==> src/include/nbfr_pkg.sv <==
// constants, types and helpers for the buffer fast-read sequencer
package nbfr_pkg;

   // instruction codes
   localparam logic [7:0] OPC_FAST      = 8'h0B;
   localparam logic [7:0] OPC_FAST_EXT  = 8'h0C;
   localparam logic [7:0] OPC_DUAL      = 8'h3B;
   localparam logic [7:0] OPC_DUAL_EXT  = 8'h3C;
   localparam logic [7:0] OPC_QUAD      = 8'h6B;
   localparam logic [7:0] OPC_QUAD_EXT  = 8'h6C;
   localparam logic [7:0] OPC_DUAL_IO   = 8'hBB;

   // address phase lengths in bits
   localparam logic [5:0] COL_BITS       = 6'h10;
   localparam logic [5:0] DUMMY_STD_BUF  = 6'h08;
   localparam logic [5:0] DUMMY_STD_CONT = 6'h20;
   localparam logic [5:0] DUMMY_EXT_BUF  = 6'h18;
   localparam logic [5:0] DUMMY_EXT_CONT = 6'h28;

   // buffer size in bytes (2112)
   localparam logic [11:0] BUF_BYTES_DEF = 12'h840;

   // line usage of a phase
   typedef enum logic [1:0] {
      NBFR_L1 = 2'b00,
      NBFR_L2 = 2'b01,
      NBFR_L4 = 2'b10
   } nbfr_lane_e;

   // sequencer states
   typedef enum logic [2:0] {
      ST_IDLE = 3'b000,
      ST_CMD  = 3'b001,
      ST_ADDR = 3'b010,
      ST_DATA = 3'b011,
      ST_SKIP = 3'b100
   } nbfr_state_e;

   // bits moved per serial clock for a lane setting
   function automatic logic [3:0] lane_bits(input nbfr_lane_e l);
      case (l)
         NBFR_L2: lane_bits = 4'h2;
         NBFR_L4: lane_bits = 4'h4;
         default: lane_bits = 4'h1;
      endcase
   endfunction

endpackage
==> src/core/nbfr_out_shift.sv <==
// output shifter that drives one, two or four data lines
module nbfr_out_shift
   import nbfr_pkg::*;
(
   // clock and reset
   input  wire logic       clk,
   input  wire logic       reset,
   // control from the sequencer
   input  wire logic       load,
   input  wire logic       shift,
   input  wire logic       release_pins,
   input  wire nbfr_lane_e lane,
   input  wire logic [7:0] byte_in,
   // pin drive
   output logic [3:0]      io_out,
   output logic [3:0]      io_oe
);

   typedef struct packed {
      logic [7:0] sh;
      nbfr_lane_e lane;
      logic [3:0] io_out;
      logic [3:0] io_oe;
   } nbfr_osh_s;

   nbfr_osh_s q;
   nbfr_osh_s s;

   // top bits of a byte mapped onto the lines in use
   function automatic logic [3:0] lane_drive(input logic [7:0] v, input nbfr_lane_e l);
      case (l)
         NBFR_L4: lane_drive = v[7:4];
         NBFR_L2: lane_drive = {2'b00, v[7:6]};
         default: lane_drive = {2'b00, v[7], 1'b0};
      endcase
   endfunction

   // next state: release wins so a dead frame never drives
   always_comb begin
      logic [7:0] nsh;
      nsh = q.sh;
      s = q;
      if (release_pins) begin
         s.io_oe = 4'h0;
         s.io_out = 4'h0;
      end else if (load) begin
         s.sh = byte_in;
         s.lane = lane;
         s.io_out = lane_drive(byte_in, lane);
         case (lane)
            NBFR_L4: s.io_oe = 4'hF;
            NBFR_L2: s.io_oe = 4'h3;
            default: s.io_oe = 4'h2; // single output sits on line 1
         endcase
      end else if (shift) begin
         nsh = q.sh << lane_bits(q.lane);
         s.sh = nsh;
         s.io_out = lane_drive(nsh, q.lane);
      end
   end

   // state register
   always_ff @(posedge clk) begin
      if (reset) begin
         q <= '0;
      end else begin
         q <= s;
      end
   end

   assign io_out = q.io_out;
   assign io_oe  = q.io_oe;

endmodule

==> src/core/nbfr_seq.sv <==
// fast-read instruction sequencer serving the page data buffer over spi
module nbfr_seq
   import nbfr_pkg::*;
#(
   parameter logic [11:0] BUF_BYTES = BUF_BYTES_DEF,
   parameter int unsigned PAGE_W    = 16
)
(
   // clock and reset
   input  wire logic              clk,
   input  wire logic              reset,
   // spi pins, sampled on clk
   input  wire logic              cs_n,
   input  wire logic              sck,
   input  wire logic [3:0]        io_in,
   output logic [3:0]             io_out,
   output logic [3:0]             io_oe,
   // configuration bits
   input  wire logic              buf_mode,
   input  wire logic              protect_en,
   // page data buffer read port
   input  wire logic [PAGE_W-1:0] cur_page,
   input  wire logic [7:0]        buf_rd_data,
   output logic [11:0]            buf_rd_col,
   output logic [PAGE_W-1:0]      buf_rd_page,
   // status
   output logic                   read_active,
   output logic                   quad_reject
);

   typedef struct packed {
      nbfr_state_e       st;
      logic              sck_q;
      logic [2:0]        cmd_cnt;
      logic [7:0]        opc;
      logic [5:0]        rx_bits;
      logic [5:0]        rx_total;
      nbfr_lane_e        lane_in;
      nbfr_lane_e        lane_out;
      logic [15:0]       col_sh;
      logic [11:0]       col;
      logic [PAGE_W-1:0] page;
      logic              cont;
      logic              done;
      logic [2:0]        beat;
      logic              reject;
      logic              active;
   } nbfr_seq_s;

   nbfr_seq_s q;
   nbfr_seq_s s;

   logic       ld;
   logic       sh;
   logic       rel;
   logic       rise;
   logic       fall;
   logic [5:0] in_step;
   logic [7:0] opc_n;
   logic       is_ext;
   logic       is_quad;
   logic       is_dual;
   logic       known;
   logic [5:0] dummy;

   // serial clock edges from the previous sample
   assign rise = sck & ~q.sck_q;
   assign fall = ~sck & q.sck_q;
   assign in_step = {2'b00, lane_bits(q.lane_in)};

   // opcode as it stands after the eighth bit
   assign opc_n = {q.opc[6:0], io_in[0]};

   // instruction decode
   always_comb begin
      is_ext  = (opc_n == OPC_FAST_EXT) | (opc_n == OPC_DUAL_EXT) | (opc_n == OPC_QUAD_EXT);
      is_quad = (opc_n == OPC_QUAD) | (opc_n == OPC_QUAD_EXT);
      is_dual = (opc_n == OPC_DUAL) | (opc_n == OPC_DUAL_EXT) | (opc_n == OPC_DUAL_IO);
      known   = is_ext | is_quad | is_dual | (opc_n == OPC_FAST);
      if (is_ext) begin
         dummy = buf_mode ? DUMMY_EXT_BUF : DUMMY_EXT_CONT;
      end else begin
         dummy = buf_mode ? DUMMY_STD_BUF : DUMMY_STD_CONT;
      end
   end

   // next state of the sequencer
   always_comb begin
      s = q;
      ld = 1'b0;
      sh = 1'b0;
      rel = 1'b0;
      s.sck_q = sck;
      s.reject = 1'b0;
      if (cs_n) begin
         s.st = ST_IDLE;
         s.active = 1'b0;
         rel = 1'b1;
      end else begin
         case (q.st)
            ST_IDLE: begin
               // a rise in the select cycle still counts as bit 7
               s.st = ST_CMD;
               s.opc = rise ? {7'h00, io_in[0]} : 8'h00;
               s.cmd_cnt = rise ? 3'h1 : 3'h0;
            end
            ST_CMD: begin
               if (rise) begin
                  s.opc = opc_n;
                  s.cmd_cnt = q.cmd_cnt + 3'h1;
                  if (q.cmd_cnt == 3'h7) begin
                     s.lane_in = (opc_n == OPC_DUAL_IO) ? NBFR_L2 : NBFR_L1;
                     if (is_quad) begin
                        s.lane_out = NBFR_L4;
                     end else if (is_dual) begin
                        s.lane_out = NBFR_L2;
                     end else begin
                        s.lane_out = NBFR_L1;
                     end
                     s.rx_total = COL_BITS + dummy;
                     s.rx_bits = 6'h00;
                     s.cont = ~buf_mode;
                     if (!known) begin
                        // other instructions belong to other blocks
                        s.st = ST_SKIP;
                     end else if (is_quad && protect_en) begin
                        s.st = ST_SKIP;
                        s.reject = 1'b1;
                     end else begin
                        s.st = ST_ADDR;
                        s.active = 1'b1;
                     end
                  end
               end
            end
            ST_ADDR: begin
               if (rise) begin
                  if (q.rx_bits < COL_BITS) begin
                     if (q.lane_in == NBFR_L2) begin
                        s.col_sh = {q.col_sh[13:0], io_in[1:0]};
                     end else begin
                        s.col_sh = {q.col_sh[14:0], io_in[0]};
                     end
                  end
                  s.rx_bits = q.rx_bits + in_step;
                  if (s.rx_bits == q.rx_total) begin
                     s.st = ST_DATA;
                     s.beat = 3'h0;
                     s.page = cur_page;
                     if (q.cont) begin
                        s.col = 12'h000;
                        s.done = 1'b0;
                     end else begin
                        s.col = s.col_sh[11:0];
                        s.done = (s.col_sh >= {4'h0, BUF_BYTES});
                     end
                  end
               end
            end
            ST_DATA: begin
               if (fall) begin
                  // beat counts bit slots modulo eight, so only three bits are kept
                  s.beat = q.beat + 3'(lane_bits(q.lane_out));
                  if (q.beat != 3'h0) begin
                     sh = 1'b1;
                  end else if (q.done) begin
                     rel = 1'b1;
                     s.beat = 3'h0;
                  end else begin
                     ld = 1'b1;
                     if (q.col == BUF_BYTES - 12'h001) begin
                        if (q.cont) begin
                           s.col = 12'h000;
                           s.page = q.page + PAGE_W'(1);
                        end else begin
                           s.done = 1'b1;
                        end
                     end else begin
                        s.col = q.col + 12'h001;
                     end
                  end
               end
            end
            ST_SKIP: begin
               s.active = 1'b0;
            end
            default: begin
               s.st = ST_IDLE;
            end
         endcase
      end
   end

   // state register
   always_ff @(posedge clk) begin
      if (reset) begin
         q <= '0;
      end else begin
         q <= s;
      end
   end

   // line driver, loaded with the byte at the registered address
   nbfr_out_shift u_out (
      .clk          (clk),
      .reset        (reset),
      .load         (ld),
      .shift        (sh),
      .release_pins (rel),
      .lane         (q.lane_out),
      .byte_in      (buf_rd_data),
      .io_out       (io_out),
      .io_oe        (io_oe)
   );

   // outputs straight from state
   assign buf_rd_col  = q.col;
   assign buf_rd_page = q.page;
   assign read_active = q.active;
   assign quad_reject = q.reject;

endmodule

==> config.mk <==
export PLATFORM = sky130hd
export DESIGN_NAME = nbfr_seq
export DESIGN_NICKNAME = d
export VERILOG_FILES = /design/src/include/nbfr_pkg.sv /design/src/core/nbfr_out_shift.sv /design/src/core/nbfr_seq.sv
export SDC_FILE = /design/constraint.sdc
export NUM_CORES = 1
export LEC_CHECK = 0
export ABC_AREA = 1
export ABC_CLOCK_PERIOD_IN_PS = 7900
export BUFFER_PORTS_ARGS = -buffer_cell sky130_fd_sc_hd__buf_2
export CORE_UTILIZATION = 45
export DETAILED_ROUTE_END_ITERATION = 10
export GPL_TIMING_DRIVEN = 0
export PLACE_DENSITY = 0.61
export SETUP_SLACK_MARGIN = 0.3
export SLEW_MARGIN = 20
export SYNTH_ARGS = -nofsm -noshare
export SYNTH_HDL_FRONTEND = slang
export SYNTH_SLANG_ARGS = --single-unit
==> constraint.sdc <==
create_clock -name clk -period 7.9 [get_ports clk]
set_input_delay 1.58 -clock clk [delete_from_list [all_inputs] [get_ports clk]]
set_output_delay 1.58 -clock clk [all_outputs]
set_load 0.02 [all_outputs]
==> results.ini, run 1 <==
[pwr]
irDropWorstVdd_mv=0.0996
power-per-cell-area_mw_per_mm2=179
p_seq_share_pct=42.5
switching_share_pct=32.3
p_switching_mw=0.407
p_total_mw=1.26
leakage_nw=3.24
clkPwrFrac_pct=34.7
comb_power_share_pct=22.8
p_int_mw=0.853

[route]
num_vias=6174
drt-vias-per-instance=5.01
drt-total-wl_mm=16.3
ant_nets=0
wire_per_inst_um=13.2
drc=0
drt_iter0_markers=513
dr.pass1.iters=5

[sta]
max_freq_mhz=327
maxSlewHeadroom_pct=58.8
min_period_over_period_pct=38.7
finalSetupViolCount=0
drv_slew=0
whs_ns=0.475
fin_worst_skew_ns=0.00896
period_minus_slack_ns=3.06
worst_pin_slew_ns=0.618
hold_viol_final=0
grt_setup_unrepaired=false
setup_tns_ns=0

[yosys]
syn_area_mm2=0.00620
async_flop_share_pct=0
synth_edf_count=0
syn_area_per_cell_um2=6.37
ys_warn_count=0
yosys-top-cells-count=nand2_1 (226), nor2_1 (138), dfxtp_1 (94)
yosysMostFrequentCell=nand2_1
synthCells=974
syn-num-nets=1023
yosysTopAreaCellShare_pct=30.3
yosys.area.top_type=dfxtp_1
synth_flop_cell=dfxtp_1
ys_seq_area_share_pct=30.3
ys_top_cells_by_area=dfxtp_1 (30%), nand2_1 (14%), nor2_1 (8.3%)
ys_ff_latch=94
synthDistinctLibCells=42

[worst_setup_path]
path_class=reg2reg
end_kind=flop
startpoint=q[53]
worstPathRequired_ns=8.15
path_buf_inv=5
worstSetupStartpointType=flop
cp_slowest_stage_delay_ns=0.45
crit_fanout=10
crit_slowest_cell=fa_1
path_delay_family=simple AND/OR/NAND/NOR gates
arrival_ns=3.31
ff2ff_path_depth=16
r2r_end=buf_rd_col[5]
crit_path_frequent_cell=nor2_1
r2r-start=q[53]
cp_cell_sequence=buf_2 > inv_1 > buf_2 > ha_1 > fa_1 > or2_1 > nor2_1 > nand2_1 > nor2_1 > nand3_1 > nand2_2 > buf_6 > buf_6 > nand4_1 > nand2_1 > nor2_1
r2r_slack_ns=4.84

[floorplan]
ios=72
initial_core_util_pct=46.5
rows=42
dieHeight_um=119
die_w_um=119
core_area_mm2=0.0133
dieArea_mm2=0.0143

[final_layout]
nets=1101
syn2layout_area_growth_pct=13.5
drive_gt1_share_pct=17.0
diodes=0
post-route-cell-area_mm2=0.00704

[placed_design]
gp_congestion=0.884
placed_cell_area_mm2=0.00676
port_buffers=67
place.detailed.hpwl_mm=12.2

[global_routing]
track_usage_pct=23.9
antenna_found_initial=0
grt_overflow_total=0
grt_pass1_vias=5572
grt_max_degree=15
grt_pass1_wl_mm=27.2

[min_path]
hold-path-endpoint=q[61]
hp-class=reg2reg
min-delay-start=q[61]
hold_depth=2

[clock_network]
clockBufferDepth=2
cts_sinks=94
clkTransAtPathRegs_ns=0.07
cts_setup_buffers=0
cts_buffers=9
cts_hold_buf=0
cts-root-buf=clkbuf_16
clk_latency_ns=0.36
cts_max_level=3
tritoncts=yes
cts_resized=0

[job]
drv_cap=0

[outcome]
outcome=completed

-- how the worst max path moves through the flow --
stage                       to  cells past startpoint
4_1_cts          buf_rd_col[5]                     16
3_3_place_gp             q[48]                     10
2_1_floorplan  buf_rd_page[12]                     11
6_report         buf_rd_col[5]                     16
5_1_grt        buf_rd_page[12]                     15
3_5_place_dp             q[43]                     10
-- cell families (layout without fill, tap and decap cells) --
group / Yosys count / after routing / synth area share (%)
AOI/OAI and AO/OA: 178 / 178 / 15.7
buffers and inverters: 186 / 269 / 14.4
xor gates and xnor gates: 17 / 17 / 2.40
adders and majority gates: 15 / 15 / 3.27
and+or+nand+nor: 481 / 481 / 33.4
DFF: 94 / 94 / 30.3
muxes: 3 / 3 / 0.484
-- worst reg2reg max path, delay by kind of cell, from the launching register on --
kind / cells / cell delay, ns
adder cells (fa/ha/maj): 2 / 0.71
buffers and inverters: 5 / 0.91
flip-flops: 1 / 0.38
AND/OR/NAND/NOR: 9 / 0.96
-- metal layers --
layer  up-vias  GRT usage [%]  wire (um)
met5         -              0          0
met4         0           8.13        260
met3        14           3.07        640
met2       130           37.0       7120
met1      2741           34.0       8240
li1       3289              -          -
-- state kept, by name (all words and copies together), names as in the netlist --
signal	flops
q	40
u_out.q	10
u_out.io_oe	3
read_active	1
opc_n	7
buf_rd_page	16
quad_reject	1
u_out.io_out	4
buf_rd_col	12
-- power groups by stage --
stage | clock [mW] | sequential, mW | combinational [mW]
after floorplan | 0 | 0.536 | 0.220
after global placement | 0 | 0.545 | 0.285
after detailed placement | 0 | 0.546 | 0.285
after CTS | 0.445 | 0.535 | 0.287
after global routing | 0.460 | 0.540 | 0.325
final | 0.437 | 0.535 | 0.287
-- cell type report --
class / count / area, um2
Clock buffer: 11 / 233
Fill cell: 1441 / 6300
Clock inverter: 5 / 50.0
Timing Repair Buffer: 67 / 335
Inverter: 112 / 420
Buffer: 74 / 474
Sequential cell: 94 / 1880
Tap cell: 176 / 220
Multi-Input combinational cell: 694 / 3430
-- placed cells by master, fill, tap and decap left out, drive strengths merged, types with 7 or more instances in the layout --
| cell | count |
|---|---|
| ha | 13 |
| nand4 | 26 |
| buf | 127 |
| xor2 | 14 |
| o21ai | 79 |
| o22ai | 12 |
| o211ai | 8 |
| clkbuf | 25 |
| a211oi | 8 |
| nand2 | 232 |
| nor2 | 145 |
| nand3 | 58 |
| inv | 109 |
| a21oi | 56 |
| nor3 | 17 |
| clkinv | 7 |
| a31oi | 9 |
| dfxtp | 94 |
-- per-stage QoR --
| stage | worst slack (ns) | utilization (%) | cells |
|---|---|---|---|
| 2_1_floorplan | 5.12 | - | 974 |
| 6_report | 4.84 | 52.8 | 1233 |
| 4_1_cts | 4.84 | 52.8 | 1233 |
| 3_5_place_dp | 4.53 | 50.6 | 1217 |
| 5_1_grt | 4.58 | 52.8 | 1233 |
| 3_3_place_gp | 4.56 | 50.6 | 1217 |
(Power assumes the default switching activity.)
==> run 2, diff against run 1 <==
--- a/config.mk
+++ b/config.mk
@@ -6,7 +6,7 @@
 export NUM_CORES = 1
 export LEC_CHECK = 0
 export ABC_AREA = 1
-export ABC_CLOCK_PERIOD_IN_PS = 7900
+export ABC_CLOCK_PERIOD_IN_PS = 3100
 export BUFFER_PORTS_ARGS = -buffer_cell sky130_fd_sc_hd__buf_2
 export CORE_UTILIZATION = 45
 export DETAILED_ROUTE_END_ITERATION = 10
==> constraint.sdc (replaced) <==
create_clock -name clk -period 3.1 [get_ports clk]
set_input_delay 0.62 -clock clk [delete_from_list [all_inputs] [get_ports clk]]
set_output_delay 0.62 -clock clk [all_outputs]
set_load 0.02 [all_outputs]
==> run 2 against run 1 <==
Count of clock-buffer cells in the layout unchanged. Combinational power rose to 2.6 times the previous value. Via count rose by 0.92%. Highest routed layer unchanged. Critical endpoint is now buf_rd_col[1]. Register-to-register slack lost 4.4 ns.
==> results.ini, run 2 (synthesized netlist as in run 1, its figures left out) <==
[outcome]
outcome=completed

[worst_setup_path]
worstPathRequired_ns=3.40
ff2ff_path_depth=17
crit_path_frequent_cell=nand2_1
crit_cells=17
end_kind=flop
path_delay_family=simple AND/OR/NAND/NOR gates
arrival_ns=2.92
crit_fanout=8
cp_cell_sequence=buf_8 > inv_4 > buf_8 > ha_4 > fa_1 > or2_1 > nor2_2 > nand2_1 > nor2_1 > nand3_1 > nand2_2 > buf_6 > nand3_4 > clkbuf_16 > nand2_1 > nand2_1 > nor2_1
r2r-start=q[53]
r2r_slack_ns=0.48
path_class=reg2reg
path_buf_inv=5
worstSetupStartpointType=flop
r2r_end=buf_rd_col[1]
crit_slowest_cell=fa_1
cp_slowest_stage_delay_ns=0.44

[sta]
fin_worst_skew_ns=0.00798
setup_ws_ns=0.480
drv_slew=0
maxSlewHeadroom_pct=57.8
period_minus_slack_ns=2.62
hold_viol_final=0
min_period_over_period_pct=84.5
worst_pin_slew_ns=0.632
max_freq_mhz=382
finalSetupViolCount=0
grt_setup_unrepaired=false
setup_tns_ns=0

[route]
drt-vias-per-instance=5.01
dr.pass1.iters=7
num_vias=6231
drt-total-wl_mm=16.4
drt_iter0_markers=516
ant_nets=0
wire_per_inst_um=13.2
drc=0

[pwr]
power-per-cell-area_mw_per_mm2=448
irDropWorstVdd_mv=0.253
leakage_nw=3.31

[min_path]
hp-class=reg2reg
min-delay-start=q[50]
hold-path-endpoint=q[50]
hold_depth=2

[final_layout]
top_register=q
syn2layout_area_growth_pct=16.0
layout_common_cells=nand2_1 (226), nor2_1 (137), dfxtp_1 (93)
layout_commonest_cell=nand2_1
drive_gt1_share_pct=18.2
largest_register_ff_count=40
diodes=0
nets=1111

[floorplan]
dieArea_mm2=0.0143
dieHeight_um=119
ios=72
die_w_um=119
core_area_mm2=0.0133
initial_core_util_pct=46.5
rows=42

[global_routing]
grt_pass1_wl_mm=27.2
grt_max_degree=15
grt_overflow_total=0
antenna_found_initial=0
grt_pass1_vias=5595
track_usage_pct=23.9

[job]
drv_cap=0

[clock_network]
tritoncts=yes
cts_sinks=94
cts-root-buf=clkbuf_16
cts_max_level=3
clk_latency_ns=0.36
clkTransAtPathRegs_ns=0.07
clockBufferDepth=2
cts_buffers=9
cts_hold_buf=0

[placed_design]
place.detailed.hpwl_mm=12.2
gp_congestion=0.884
place_ws_ns=0.0533
port_buffers=67

run 2: routing by layer:
metal / vias to the layer above / routed length, um / global-route usage (%) / part of all wire (%)
li1: 3311 / - / - / -
met1: 2783 / 8320 / 34.0 / 51
met2: 123 / 7240 / 37.2 / 44
met3: 14 / 593 / 3.07 / 3.6
met4: 0 / 262 / 8.13 / 1.6
met5: - / 0 / 0 / 0
run 2: repair_timing:
action,4_1_cts,5_1_grt
gates cloned,0,1
buffers inserted,4,5
resized for setup,6,13
endpoints found under the setup margin,34,34
pin swaps,1,5
run 2: final cells by class:
cell class	instances	area, um2
sequential	94	1890
buffer	74	504
clock buffer	11	233
fill	1422	6150
clock inverter	5	50.0
timing repair buffer	77	432
inverter	112	423
tap	176	220
multi-input combinational	694	3450
run 2: worst min-delay path: cells and delay by family, from the launching register on:
family	cells	cell delay, ns
DFF	1	0.30
AOI/OAI and AO/OA	1	0.07
buffers and inverters	1	0.06
run 2: through the flow:
| step | utilization [%] | instance area (um2) | std cells | hold WS [ns] | power (mW) |
|---|---|---|---|---|---|
| after floorplan | - | 6200 | 974 | 0.436 | 1.93 |
| after global placement | 50.6 | 6760 | 1217 | 0.453 | 2.12 |
| after detailed placement | 50.6 | 6760 | 1217 | 0.462 | 2.12 |
| after CTS | 53.1 | 7090 | 1237 | 0.474 | 3.24 |
| after global routing | 53.9 | 7200 | 1243 | 0.493 | 3.40 |
| final | 53.9 | 7200 | 1243 | 0.473 | 3.23 |
run 2: report_power, final:
part           internal (mW)  leakage, nW  switching (mW)
sequential              1.28        0.761          0.0826
clock                  0.621        0.143           0.489
combinational          0.286         2.41           0.466
total                   2.19         3.31            1.04
run 2: how the worst max path moves through the flow:
stage,from,endpoint,slack (ns)
after floorplan,q[53],buf_rd_page[12],0.50
after global placement,q[53],buf_rd_page[12],0.08
after detailed placement,q[53],buf_rd_col[5],0.05
after CTS,q[53],buf_rd_page[14],0.31
after global routing,q[53],buf_rd_col[4],0.29
final,q[53],buf_rd_col[1],0.48
